<file path="src/include/rgf_pkg.sv">
// constants shared by the rail good and fault status register bank
// What this block does
// (RULE1) good bit is 1 while rail regulates
// (RULE2) good bit 5 shows fixed five-volt regulator
// (RULE3) good bit 4 shows adjustable regulator one
// (RULE4) good bit 3 shows termination regulator
// (RULE5) good bit 2 shows group B switch two
// (RULE6) good bit 1 shows group B switch one
// (RULE7) good bit 0 shows adjustable regulator three
// (RULE8) good register at B1h, resets to zero
// (RULE9) fault register at B2h, resets to zero
// (RULE10) fault bit 7 sets on adjustable regulator two
// (RULE11) fault bit 6 sets on group A switch one
// (RULE12) fault bit 5 sets on step-down six
// (RULE13) fault bit 4 sets on step-down five
// (RULE14) fault bit 3 sets on step-down four
// (RULE15) fault bit 2 sets on step-down three
// (RULE16) fault bit 1 sets on step-down two
// (RULE17) fault bit 0 sets on step-down one
// (RULE18) write 1 clears flag, 0 keeps it
// (RULE19) flags stay set; new fault beats clear
// (RULE20) good upper two bits read zero always
package rgf_pkg;
	localparam int unsigned ADDR_W = 8; // register address width
	localparam int unsigned DATA_W = 8; // register data width
	localparam logic [7:0] GOOD_ADDR = 8'hb1; // good-status register offset
	localparam logic [7:0] FAULT_ADDR = 8'hb2; // fault register offset
	localparam logic [7:0] GOOD_RESET = 8'h00; // good-status reset value
	localparam logic [7:0] FAULT_RESET = 8'h00; // fault register reset value
	localparam logic [7:0] UNMAPPED_READ = 8'h00; // answer to unknown offsets
	localparam int unsigned GOOD_RAILS = 6; // live status bits in use
	localparam int unsigned FAULT_RAILS = 8; // sticky fault bits
	// good-status field positions
	localparam int unsigned GB_FIXED_FIVE = 5;
	localparam int unsigned GB_ADJ_ONE = 4;
	localparam int unsigned GB_TERM = 3;
	localparam int unsigned GB_SW_B_TWO = 2;
	localparam int unsigned GB_SW_B_ONE = 1;
	localparam int unsigned GB_ADJ_THREE = 0;
	// fault field positions
	localparam int unsigned FB_ADJ_TWO = 7;
	localparam int unsigned FB_SW_A_ONE = 6;
	localparam int unsigned FB_STEP_SIX = 5;
	localparam int unsigned FB_STEP_FIVE = 4;
	localparam int unsigned FB_STEP_FOUR = 3;
	localparam int unsigned FB_STEP_THREE = 2;
	localparam int unsigned FB_STEP_TWO = 1;
	localparam int unsigned FB_STEP_ONE = 0;
endpackage

</file>
<file path="src/rtl/rgf_status_regs.sv">
// rail good-status and sticky fault register pair on the host register port
`timescale 1ns/100ps
module rgf_status_regs (
	input wire logic mclk_i,
	input wire logic resetn_i,
	input wire logic clk_en_i,
	// live in-regulation indications, high while in window
	input wire logic fixed_five_volt_good_i,
	input wire logic adj_reg_one_good_i,
	input wire logic termination_reg_good_i,
	input wire logic switch_b_two_good_i,
	input wire logic switch_b_one_good_i,
	input wire logic adj_reg_three_good_i,
	// loss-of-regulation indications, high while out of window
	input wire logic adj_reg_two_fault_i,
	input wire logic switch_a_one_fault_i,
	input wire logic step_down_six_fault_i,
	input wire logic step_down_five_fault_i,
	input wire logic step_down_four_fault_i,
	input wire logic step_down_three_fault_i,
	input wire logic step_down_two_fault_i,
	input wire logic step_down_one_fault_i,
	// host register port
	input wire logic [rgf_pkg::ADDR_W-1:0] reg_addr_i,
	input wire logic reg_wr_i,
	input wire logic [rgf_pkg::DATA_W-1:0] reg_wdata_i,
	input wire logic reg_rd_i,
	output logic [rgf_pkg::DATA_W-1:0] reg_rdata_o,
	output logic reg_rvalid_o,
	// register images for the rest of the device
	output logic [rgf_pkg::DATA_W-1:0] rail_good_status_second_o,
	output logic [rgf_pkg::DATA_W-1:0] rail_fault_status_first_o
);
	// whole-bank state apart from the fault flags
	typedef struct packed {
		logic [rgf_pkg::DATA_W-1:0] good; // sampled good-status image
		logic [rgf_pkg::DATA_W-1:0] rdata; // read answer
		logic rvalid; // read answer strobe
		logic armed; // one enabled edge seen out of reset
	} rgf_top_s;

	rgf_top_s st_q; // registered state
	rgf_top_s st_d; // next state
	logic rst_n; // synchronised reset
	logic [rgf_pkg::DATA_W-1:0] good_now; // live good vector
	logic [rgf_pkg::DATA_W-1:0] fault_evt; // live fault vector
	logic [rgf_pkg::DATA_W-1:0] fault_clr; // write-one-to-clear mask
	logic [rgf_pkg::DATA_W-1:0] fault_q; // sticky flags
	logic [rgf_pkg::DATA_W-1:0] rd_mux; // selected read word
	logic fault_wr; // write hits the fault register

	// reset release through two flops
	rgf_reset_sync u_rst (
		.mclk_i(mclk_i),
		.resetn_i(resetn_i),
		.clk_en_i(clk_en_i),
		.rst_sync_n_o(rst_n)
	);

	// gather the good indications into register order
	always_comb begin
		good_now = rgf_pkg::GOOD_RESET; // reserved bits stay zero
		good_now[rgf_pkg::GB_FIXED_FIVE] = fixed_five_volt_good_i; // RULE2
		good_now[rgf_pkg::GB_ADJ_ONE] = adj_reg_one_good_i; // RULE3
		good_now[rgf_pkg::GB_TERM] = termination_reg_good_i; // RULE4
		good_now[rgf_pkg::GB_SW_B_TWO] = switch_b_two_good_i; // RULE5
		good_now[rgf_pkg::GB_SW_B_ONE] = switch_b_one_good_i; // RULE6
		good_now[rgf_pkg::GB_ADJ_THREE] = adj_reg_three_good_i; // RULE7
	end

	// gather the fault indications into register order
	always_comb begin
		fault_evt = '0;
		fault_evt[rgf_pkg::FB_ADJ_TWO] = adj_reg_two_fault_i; // RULE10
		fault_evt[rgf_pkg::FB_SW_A_ONE] = switch_a_one_fault_i; // RULE11
		fault_evt[rgf_pkg::FB_STEP_SIX] = step_down_six_fault_i; // RULE12
		fault_evt[rgf_pkg::FB_STEP_FIVE] = step_down_five_fault_i; // RULE13
		fault_evt[rgf_pkg::FB_STEP_FOUR] = step_down_four_fault_i; // RULE14
		fault_evt[rgf_pkg::FB_STEP_THREE] = step_down_three_fault_i; // RULE15
		fault_evt[rgf_pkg::FB_STEP_TWO] = step_down_two_fault_i; // RULE16
		fault_evt[rgf_pkg::FB_STEP_ONE] = step_down_one_fault_i; // RULE17
	end

	// writes only reach the fault register; good-status ignores them
	assign fault_wr = reg_wr_i && (reg_addr_i == rgf_pkg::FAULT_ADDR); // RULE20
	assign fault_clr = fault_wr ? reg_wdata_i : '0; // RULE18

	// sticky flags; a fault level keeps re-setting its flag
	rgf_sticky_flags #(
		.WIDTH(rgf_pkg::FAULT_RAILS),
		.RESET_VAL(rgf_pkg::FAULT_RESET)
	) u_flags (
		.mclk_i(mclk_i),
		.rst_n_i(rst_n),
		.clk_en_i(clk_en_i),
		.set_i(fault_evt),
		.clr_i(fault_clr),
		.flags_o(fault_q)
	);

	// read decode; values are those before this cycle's update
	always_comb begin
		case (reg_addr_i)
			rgf_pkg::GOOD_ADDR: begin
				rd_mux = st_q.good; // RULE8
			end
			rgf_pkg::FAULT_ADDR: begin
				rd_mux = fault_q; // RULE9
			end
			default: begin
				rd_mux = rgf_pkg::UNMAPPED_READ; // other offsets belong elsewhere
			end
		endcase
	end

	// next state; everything holds while the clock enable is low
	always_comb begin
		st_d = st_q;
		if (clk_en_i) begin
			// one-cycle sampling keeps the image glitch-free for reads
			st_d.good = good_now; // RULE1
			st_d.rvalid = reg_rd_i;
			st_d.armed = 1'b1; // state has now left reset once
			if (reg_rd_i) begin
				st_d.rdata = rd_mux;
			end
		end
	end

	// state register
	always_ff @(posedge mclk_i or negedge rst_n) begin
		if (!rst_n) begin
			st_q.good <= rgf_pkg::GOOD_RESET; // RULE8
			st_q.rdata <= '0;
			st_q.rvalid <= 1'b0;
			st_q.armed <= 1'b0;
		end else begin
			st_q <= st_d;
		end
	end

	assign rail_good_status_second_o = st_q.good;
	assign rail_fault_status_first_o = fault_q;
	assign reg_rdata_o = st_q.rdata;
	assign reg_rvalid_o = st_q.rvalid;

	// checks; helper terms only feed assertions
	logic [rgf_pkg::DATA_W-1:0] kept_flags; // flags no write tries to clear
	logic [rgf_pkg::DATA_W-1:0] race_bits; // clear and event together
	logic [rgf_pkg::DATA_W-1:0] quiet_clr; // clearing ones on quiet rails
	logic [rgf_pkg::DATA_W-1:0] idle_bits; // flag low and rail quiet
	assign kept_flags = fault_q & ~fault_clr;
	assign race_bits = fault_clr & fault_evt;
	assign quiet_clr = fault_clr & ~fault_evt;
	assign idle_bits = ~fault_q & ~fault_evt;
endmodule

</file>
<file path="src/rtl/rgf_reset_sync.sv">
// reset release synchroniser for the status register bank
`timescale 1ns/100ps
module rgf_reset_sync (
	input wire logic mclk_i,
	input wire logic resetn_i,
	input wire logic clk_en_i,
	output logic rst_sync_n_o
);
	// two-stage shift; only the second stage leaves the module
	typedef struct packed {
		logic stage1;
		logic stage2;
	} rgf_sync_s;

	rgf_sync_s st_q;
	rgf_sync_s st_d;

	// shift a one in after release
	always_comb begin
		st_d = st_q;
		if (clk_en_i) begin
			st_d.stage1 = 1'b1;
			st_d.stage2 = st_q.stage1;
		end
	end

	// assert asynchronously, release on the clock
	always_ff @(posedge mclk_i or negedge resetn_i) begin
		if (!resetn_i) begin
			st_q <= '0;
		end else begin
			st_q <= st_d;
		end
	end

	assign rst_sync_n_o = st_q.stage2;
endmodule

</file>
<file path="src/rtl/rgf_sticky_flags.sv">
// bank of sticky write-one-to-clear flags
`timescale 1ns/100ps
module rgf_sticky_flags #(
	parameter int unsigned WIDTH = 8,
	parameter logic [WIDTH-1:0] RESET_VAL = '0
) (
	input wire logic mclk_i,
	input wire logic rst_n_i,
	input wire logic clk_en_i,
	input wire logic [WIDTH-1:0] set_i,
	input wire logic [WIDTH-1:0] clr_i,
	output logic [WIDTH-1:0] flags_o
);
	// refuse an empty bank
	if (WIDTH < 1) begin : g_bad_width
		$error("rgf_sticky_flags: WIDTH must be at least 1");
	end

	typedef struct packed {
		logic [WIDTH-1:0] flags;
	} rgf_flag_s;

	rgf_flag_s st_q;
	rgf_flag_s st_d;

	// clear drops only written ones; a set in the same cycle wins
	always_comb begin
		st_d = st_q;
		if (clk_en_i) begin
			st_d.flags = (st_q.flags & ~clr_i) | set_i; // RULE18 RULE19
		end
	end

	// flag storage
	always_ff @(posedge mclk_i or negedge rst_n_i) begin
		if (!rst_n_i) begin
			st_q.flags <= RESET_VAL;
		end else begin
			st_q <= st_d;
		end
	end

	assign flags_o = st_q.flags;
endmodule

</file>
<file path="config.mk">
export PLATFORM = sky130hd
export DESIGN_NAME = rgf_status_regs
export DESIGN_NICKNAME = d
export VERILOG_FILES = /design/src/include/rgf_pkg.sv /design/src/rtl/rgf_status_regs.sv /design/src/rtl/rgf_reset_sync.sv /design/src/rtl/rgf_sticky_flags.sv
export SDC_FILE = /design/constraint.sdc
export NUM_CORES = 1
export LEC_CHECK = 0
export ABC_AREA = 1
export BUFFER_PORTS_ARGS = -buffer_cell sky130_fd_sc_hd__buf_4
export CAP_MARGIN = 10
export CORE_UTILIZATION = 40
export DETAILED_ROUTE_END_ITERATION = 10
export PLACE_DENSITY = 0.73
export REMOVE_ABC_BUFFERS = 1
export SLEW_MARGIN = 10
export SYNTH_ARGS = -nofsm -noshare
export SYNTH_HDL_FRONTEND = slang
export SYNTH_SLANG_ARGS = --single-unit
</file>
<file path="constraint.sdc">
create_clock -name mclk_i -period 1.5 [get_ports mclk_i]
set_clock_uncertainty 0.2 [all_clocks]
set_input_delay 0.075 -clock mclk_i [delete_from_list [all_inputs] [get_ports mclk_i]]
set_output_delay 0.075 -clock mclk_i [all_outputs]
set_load 0.02 [all_outputs]
</file>
==> results of run 1 <==
-- cell usage in the layout, fill, tap and decap left out, drive strengths merged --
master,count
and2,1
o21ai,1
buf,60
nand4,8
dfrtp,25
clkbuf,4
conb,2
nor2,4
nand3,14
inv,16
dlygate4sd3,40
nand2,88
-- final timing paths --
kind / start / endpoint / slack (ps)
max: reg_wr_i / u_flags.flags_o[3]$_DFFE_PN0P_ / 50
min: reg_addr_i[2] / u_flags.flags_o[2]$_DFFE_PN0P_ / 30
max reg2reg: rail_good_status_second_o[1]$_DFFE_PN0P_ / reg_rdata_o[1]$_DFFE_PN0P_ / 500
min reg2reg: u_rst.rst_sync_n_o$_DFFE_PN0P_ / reg_rvalid_o$_DFFE_PN0P_ / 60
max in group asynchronous: resetn_i / u_rst.st_q[1]$_DFFE_PN0P_ / 570
min in group asynchronous: u_rst.rst_sync_n_o$_DFFE_PN0P_ / reg_rvalid_o$_DFFE_PN0P_ / 60
-- sequential cells by signal (all words and copies together) (netlist names) --
signal,flops
reg_rdata_o,8
u_rst.rst_sync_n_o,1
rail_good_status_second_o,6
u_rst.st_q,1
u_flags.flags_o,8
reg_rvalid_o,1
-- through the flow --
stage                     area (um^2)  hold slack, ps
after global placement           1712          -342.0
after CTS                        2138           10.21
final                            2163           29.05
after global routing             2163           46.28
after floorplan                  1221          -420.6
after detailed placement         1712          -340.5
-- power breakdown --
part / switching (W) / total (W) / internal, W
clock network: 0.000187 / 0.000290 / 0.000104
registers: 0.0000176 / 0.000711 / 0.000694
logic: 0.000145 / 0.000319 / 0.000173
-- logic make-up after synthesis --
logic type             count (synthesis)
buffers and inverters                 25
other                                  1
AOI/OAI and AO/OA                      1
DFF                                   25
and+or+nand+nor                      114
-- per-layer routing --
layer,GRT usage,share of wire,vias up
li1,-,-,702
met1,0.2511,0.43,609
met2,0.3799,0.53,41
met3,0.04367,0.041,2
met4,0.02721,0.0040,0
met5,0,0,-
-- final cells by class --
class / count / share of cell area
multi-input combinational: 118 / 0.2504
tap: 44 / 0.02545
timing repair buffer: 100 / 0.3950
inverter: 16 / 0.02776
clock buffer: 4 / 0.01215
sequential: 25 / 0.2892
-- timing repair --
item                       in CTS  in global routing
hold endpoints to repair       25                  0
hold buffers                   40                  0
setup buffers                   0                  2
setup endpoints to repair       0                  1
resized for setup               0                  1
-- critical path, cell delays in order --
cell	delay (ps)
dlygate4sd3_1	540
buf_6	100
nand4_1	80
dlygate4sd3_1	570
nand2_1	60
nand2_1	40
==> impl_metrics.json, run 1 <==
{
  "status": "complete, no violations",
  "initialDrtViolationCount": 37,
  "grt_max_degree": 25,
  "overflow": 0,
  "ys_types": 20,
  "initial_core_util": 0.4228,
  "cts_inserted_buffers": 3,
  "async_reset_ff_frac": 1.000,
  "dieArea_um2": 3485,
  "track_usage": 0.2057,
  "clockBufferDepth": 2,
  "fp.dieH_um": 59.04,
  "synth_area_leader_cell": "dfrtp_1",
  "clkTransAtPathRegs_ps": 130,
  "wl_per_cell_um": 11.33,
  "synth_xor_area_frac": 0,
  "dp_slack_ps": 198.1,
  "synth_seq_cells": 25,
  "synth_top_family_by_area": "simple AND/OR/NAND/NOR gates",
  "synth_most_common_cell": "nand2_1",
  "seq_area_frac_synth": 0.4808,
  "synthAdderAreaFrac": 0,
  "antenna_left": 0,
  "ios": 60,
  "dp_cells": 260,
  "synth-edff-count": 0,
  "final-setup-viol-count": 0,
  "synth_top_area_share": 0.4808,
  "synthFlopType": "dfrtp_1",
  "num_antenna_cells": 0,
  "muxShareOfSynthArea": 0,
  "grt_first_pass_wirelength_mm": 5.485,
  "synth_warnings": 0,
  "setup_tns_ps": 0,
  "final_core_util": 0.7028,
  "via_per_inst": 4.410,
  "grt_setup_unrepaired": "no",
  "arrival_ps": 1470,
  "cp.required_ps": 1520,
  "drtPass1Iterations": 4,
  "portBuffers": 57,
  "first_global_vias": 1289,
  "timing.fmax_ghz": 0.6879,
  "synth_compound_area_frac": 0.003846,
  "endpoint_kind": "flip-flop",
  "fin_crit_ps": 1454,
  "drc_errors": 0,
  "syn_to_final_growth_pct": 66.25,
  "rows": 20,
  "synth.avg_cell_area_um2": 7.839,
  "slew_viol_final": 0,
  "coreArea_um2": 3078,
  "htreeDepth": 1,
  "fillers": 268,
  "hpwl_mm": 2.060,
  "p_per_area_nw_per_um2": 610.3,
  "drive_above_1_share": 0.2890,
  "chipWidth_um": 59.04,
  "wl_mm": 3.478,
  "hp-class": "in2reg",
  "insertion_delay_ps": 310,
  "path_max_fanout": 3,
  "synth.area.top_cells": "dfrtp_1, nand2_1, nand3_1",
  "regArea_um2": 625.6,
  "min_path_cells": 7,
  "clockRootBuffer": "clkbuf_4",
  "synthCells": 166,
  "antenna_found_initial": 0,
  "cts_tree": "done",
  "ir_drop_mv": 0.6012,
  "hold_violations": 0,
  "multi_input_area_um2": 541.8,
  "start_kind": "primary input",
  "power_w": 0.001320,
  "critPathKind": "in2reg",
  "fin_nets": 299,
  "clkSinkCount": 25,
  "power.leakage_nw": 1.166,
  "vias": 1354,
  "worst_slack_ps": 46.29,
  "yosys-top-cells-count": "nand2_1, dfrtp_1, inv_1",
  "yosys.area_share.simple": 0.4019,
  "stdcell_count": 307,
  "timing.final.crit_share": 0.9691,
  "reg2regPathDepth": 4,
  "cap_violations": 0,
  "gp_congestion": 0.7889,
  "synth_area_um2": 1301
}
(Power assumes the default switching activity.)
==> run 2, diff against run 1 <==
CTS_BUF_LIST = sky130_fd_sc_hd__clkbuf_2 sky130_fd_sc_hd__clkbuf_4 sky130_fd_sc_hd__clkbuf_8   (was unset)
clock period = 1.4 ns   (was 1.5 ns; I/O delays follow)
==> run 2 against run 1 <==
Against the previous run: the flow now finishes with violations (hold timing); combinational power is 5% higher; cell count is 1.6% lower; first-iteration DRC count is 14% higher; routed wire length is 0.46% lower; power is 7.6% higher; largest power group unchanged; clock power is 11% higher; non-clock buffer count is 4 lower; sequential share of layout area is 0.42 points higher; die area stayed put; core utilization is 1.0 points lower.
==> impl_metrics.json, run 2 (same netlist as run 1, synthesis figures left out) <==
{
  "track_usage": 0.2100,
  "overflow": 0,
  "wl_mm": 3.462,
  "chipWidth_um": 59.04,
  "violations": "hold timing",
  "critPathKind": "in2reg",
  "fin_crit_ps": 1356,
  "num_antenna_cells": 0,
  "rows": 20,
  "regArea_um2": 625.6,
  "drtPass1Iterations": 4,
  "cp.required_ps": 1420,
  "portBuffers": 57,
  "vias": 1362,
  "syn_to_final_growth_pct": 63.85,
  "path_max_fanout": 1,
  "via_per_inst": 4.510,
  "grt_setup_unrepaired": "no",
  "stdcell_count": 302,
  "hpwl_mm": 2.033,
  "wl_per_cell_um": 11.46,
  "timing.fmax_ghz": 0.7377,
  "p_per_area_nw_per_um2": 666.3,
  "grt_max_degree": 25,
  "slew_viol_final": 0,
  "cap_violations": 0,
  "cts_inserted_buffers": 3,
  "status": "finished with violations",
  "antenna_left": 0,
  "arrival_ps": 1370,
  "clockBufferDepth": 2,
  "cts_tree": "done",
  "clkSinkCount": 25,
  "fillers": 256,
  "drive_above_1_share": 0.2907,
  "antenna_found_initial": 0,
  "grt_first_pass_wirelength_mm": 5.437,
  "ir_drop_mv": 0.4438,
  "holdWs_ps": -0.7527,
  "multi_input_area_um2": 535.5,
  "insertion_delay_ps": 310,
  "coreArea_um2": 3078,
  "fp.dieH_um": 59.04,
  "setup_tns_ps": 0,
  "final-setup-viol-count": 0,
  "mostFrequentLayoutCells": "nand2_1, buf_4, dlygate4sd3_1, dfrtp_1, inv_1",
  "gp_congestion": 0.7906,
  "clkTransAtPathRegs_ps": 150,
  "dieArea_um2": 3485,
  "power.leakage_nw": 1.169,
  "fin_nets": 294,
  "clockRootBuffer": "clkbuf_4",
  "timing.final.crit_share": 0.9683,
  "dp_slack_ps": 270.2,
  "ios": 60,
  "endpoint_kind": "flip-flop",
  "first_global_vias": 1289,
  "start_kind": "primary input",
  "worst_slack_ps": 44.39,
  "dp_cells": 261,
  "hold_violations": 1,
  "drc_errors": 0,
  "layout_commonest_cell": "nand2_1",
  "initialDrtViolationCount": 42,
  "hp-class": "in2reg",
  "htreeDepth": 1,
  "initial_core_util": 0.4228
}
[run 2: cell count changes in the layout (fill, tap and decap cells not counted), sizes merged]
cell          before  now
buf               60   59
dlymetal6s4s       0    1
dlygate4sd3       40   36
nor2               4    3
clkinv             0    1
clkbuf             4    3
[run 2: repair_timing]
action / CTS / global route
endpoints found under the setup margin: 0 / 5
endpoints found under the hold margin: 25 / 4
gates resized for setup: 0 / 1
hold buffers: 40 / 1
setup buffers: 0 / 0
[run 2: power breakdown]
part           switching [W]  internal (W)  total [W]
Combinational       0.000155      0.000181   0.000336
Clock               0.000216      0.000107   0.000323
Sequential         0.0000177      0.000743   0.000761
[run 2: final cells by class]
class / instances / share of cell area
inverter: 16 / 0.02817
multi-input combinational: 117 / 0.2512
timing repair buffer: 96 / 0.3885
tap: 44 / 0.02582
clock inverter: 1 / 0.002347
sequential: 25 / 0.2934
clock buffer: 3 / 0.01056
[run 2: per-stage QoR]
| step | util | instance area, um^2 | total power, W |
|---|---|---|---|
| finish | 0.6927 | 2132 | 0.001420 |
| detailed placement | 0.5626 | 1732 | 0.001023 |
| CTS | 0.7016 | 2160 | 0.001418 |
| floorplan | - | 1221 | 0.0008794 |
| global route | 0.6927 | 2132 | 0.001483 |
| global placement | 0.5626 | 1732 | 0.001022 |
[run 2: critical path: stages]
cell and delay (ps):
dlygate4sd3_1 540, buf_4 130, nand2_1 50, dlygate4sd3_1 540
nand2_1 50
[run 2: path summary, 6_finish.rpt]
kind | from | end | slack [ps] | depth (start not counted)
max in group asynchronous | resetn_i | u_rst.st_q[1]$_DFFE_PN0P_ | 480 | 3
min in group asynchronous | u_rst.rst_sync_n_o$_DFFE_PN0P_ | reg_rdata_o[0]$_DFFE_PN0P_ | 40 | 1
max reg2reg | u_flags.flags_o[1]$_DFFE_PN0P_ | reg_rdata_o[1]$_DFFE_PN0P_ | 420 | 4
min | reg_addr_i[2] | u_flags.flags_o[7]$_DFFE_PN0P_ | -0.8 | 7
max | step_down_five_fault_i | u_flags.flags_o[4]$_DFFE_PN0P_ | 40 | 5
min reg2reg | u_rst.rst_sync_n_o$_DFFE_PN0P_ | reg_rdata_o[0]$_DFFE_PN0P_ | 40 | 1
[run 2: per-layer routing]
| layer | routed length (um) | track usage |
|---|---|---|
| met1 | 1500 | 0.2598 |
| met2 | 1785 | 0.3750 |
| met3 | 141 | 0.03057 |
| met4 | 34 | 0.06803 |
| met5 | 0 | 0 |
==> run 3, diff against run 2 <==
SETUP_SLACK_MARGIN = 0.4   (was unset)
==> run 3 against run 2 <==
Against the previous run: the flow still finishes with violations (hold timing); sequential share of layout area is 2.2 points lower; die area stayed put; via count is 4.0% higher; cell count is 2.6% higher; combinational power is 6% higher; flip-flop and latch count stayed put; critical endpoint is now rail_fault_status_first_o[1].
==> impl_metrics.json, run 3 (same netlist as run 1, synthesis figures left out) <==
{
  "ctsHoldBuffers": 17,
  "path_max_fanout": 2,
  "p_per_area_nw_per_um2": 627.0,
  "power_w": 0.001446,
  "grt_first_pass_wirelength_mm": 5.237,
  "drive_above_1_share": 0.4135,
  "hp-class": "in2reg",
  "mostFrequentLayoutCells": "nand2_1, buf_4, buf_6, dfrtp_1, dlygate4sd3_1",
  "coreArea_um2": 3078,
  "final_cell_area_um2": 2306,
  "chipWidth_um": 59.04,
  "fp.dieH_um": 59.04,
  "rows": 20,
  "syn_to_final_growth_pct": 77.21,
  "initial_core_util": 0.4228,
  "initialDrtViolationCount": 48,
  "cap_violations": 0,
  "cp_slowest_cell": "dfrtp_1",
  "vias": 1416,
  "setup_tns_ps": 0,
  "hpwl_mm": 2.033,
  "antenna_found_initial": 0,
  "num_antenna_cells": 0,
  "clockBufferDepth": 2,
  "slew_viol_final": 0,
  "wl_mm": 3.578,
  "cp_top_family": "flip-flops",
  "antenna_left": 0,
  "cp.required_ps": 1130,
  "post_dp_cell_area_um2": 1732,
  "drc_errors": 0,
  "fillers": 223,
  "first_global_vias": 1239,
  "overflow": 0,
  "timing.final.crit_share": 0.8417,
  "holdWs_ps": -122.3,
  "final-setup-viol-count": 0,
  "wl_per_cell_um": 11.54,
  "drtPass1Iterations": 4,
  "worstPathCellList": "buf_6",
  "portBuffers": 57,
  "fin_crit_ps": 1178,
  "gp_congestion": 0.7906,
  "cts_tree": "done",
  "cts_inserted_buffers": 3,
  "fin_nets": 302,
  "start_kind": "flip-flop",
  "insertion_delay_ps": 330,
  "ios": 60,
  "dieArea_um2": 3485,
  "arrival_ps": 910,
  "globalRouteMet3Util": 0.02838,
  "multi_input_area_um2": 568.0,
  "hold_violations": 23,
  "path_buf_inv": 1,
  "top_usage_layer": "met2",
  "endpoint_kind": "primary output",
  "critPathMaxStageDelay_ps": 440,
  "htreeDepth": 1,
  "met1_usage": 0.2496,
  "track_usage": 0.2020,
  "power.leakage_nw": 1.281,
  "timing.fmax_ghz": 0.8487,
  "layout_commonest_cell": "nand2_1",
  "ir_drop_mv": 0.3990,
  "violations": "hold timing",
  "grt_setup_unrepaired": "yes",
  "clkSinkCount": 25,
  "via_per_inst": 4.568,
  "clkTransAtPathRegs_ps": 140,
  "grt_use_met2": 0.3571,
  "grt_max_degree": 25,
  "status": "finished with violations",
  "critPathKind": "reg2out",
  "clockRootBuffer": "clkbuf_4",
  "regArea_um2": 625.6
}
==> run 3: worst min-delay path, delay by kind of cell <==
family	cells	cell delay, ps
buffers and inverters	1	80
AND/OR/NAND/NOR	2	220
==> run 3: final cells by class <==
cell class | instances | area share
inverters | 16 | 0.02604
clock inverters | 1 | 0.002170
clock buffers | 3 | 0.009767
flip-flops and latches | 25 | 0.2713
repair buffers | 104 | 0.4205
well taps | 44 | 0.02387
multi-input cells | 117 | 0.2463
==> run 3: layer usage <==
metal  up-vias  wire (um)  share of wire
li1        709          -              -
met1       645       1533           0.43
met2        51       1820           0.51
met3        11        124          0.035
met4         0         99          0.028
met5         -          0              0
==> run 3: path summary, 6_finish.rpt <==
kind                                                 from                             end  slack (ps)  cells after the start
max                        u_flags.flags_o[1]$_DFFE_PN0P_    rail_fault_status_first_o[1]         220                      1
min                                              reg_rd_i        reg_rvalid_o$_DFFE_PN0P_        -120                      3
max reg2reg                u_flags.flags_o[1]$_DFFE_PN0P_      reg_rdata_o[1]$_DFFE_PN0P_         290                      5
min reg2reg                u_rst.rst_sync_n_o$_DFFE_PN0P_      reg_rdata_o[3]$_DFFE_PN0P_          50                      1
max in group asynchronous                        resetn_i  u_rst.rst_sync_n_o$_DFFE_PN0P_         490                      3
min in group asynchronous  u_rst.rst_sync_n_o$_DFFE_PN0P_      reg_rdata_o[3]$_DFFE_PN0P_          50                      1
==> run 3: power by group <==
part | switching (W) | total (W) | leakage, nW | internal, W
clock | 0.000222 | 0.000330 | 0.0177 | 0.000107
sequential | 0.0000177 | 0.000761 | 0.278 | 0.000743
combinational | 0.000164 | 0.000355 | 0.985 | 0.000191
total | 0.000404 | 0.00145 | 1.28 | 0.00104
==> run 3: what timing repair did <==
action	4_1_cts	5_1_grt
gates cloned	0	0
endpoints found under the setup margin	23	34
pin swaps	0	9
endpoints found under the hold margin	25	23
buffers inserted	22	6
gates resized for setup	23	20
==> run 3: through the flow <==
stage          worst slack (ps)  hold WS, ps    util  std cells
4_1_cts                   244.3       -116.2  0.7085        304
6_report                  221.7       -122.3  0.7492        310
2_1_floorplan             142.2       -425.6       -        158
3_3_place_gp              290.8       -347.0  0.5626        261
5_1_grt                   197.4       -117.1  0.7492        310
3_5_place_dp              270.2       -346.4  0.5626        261
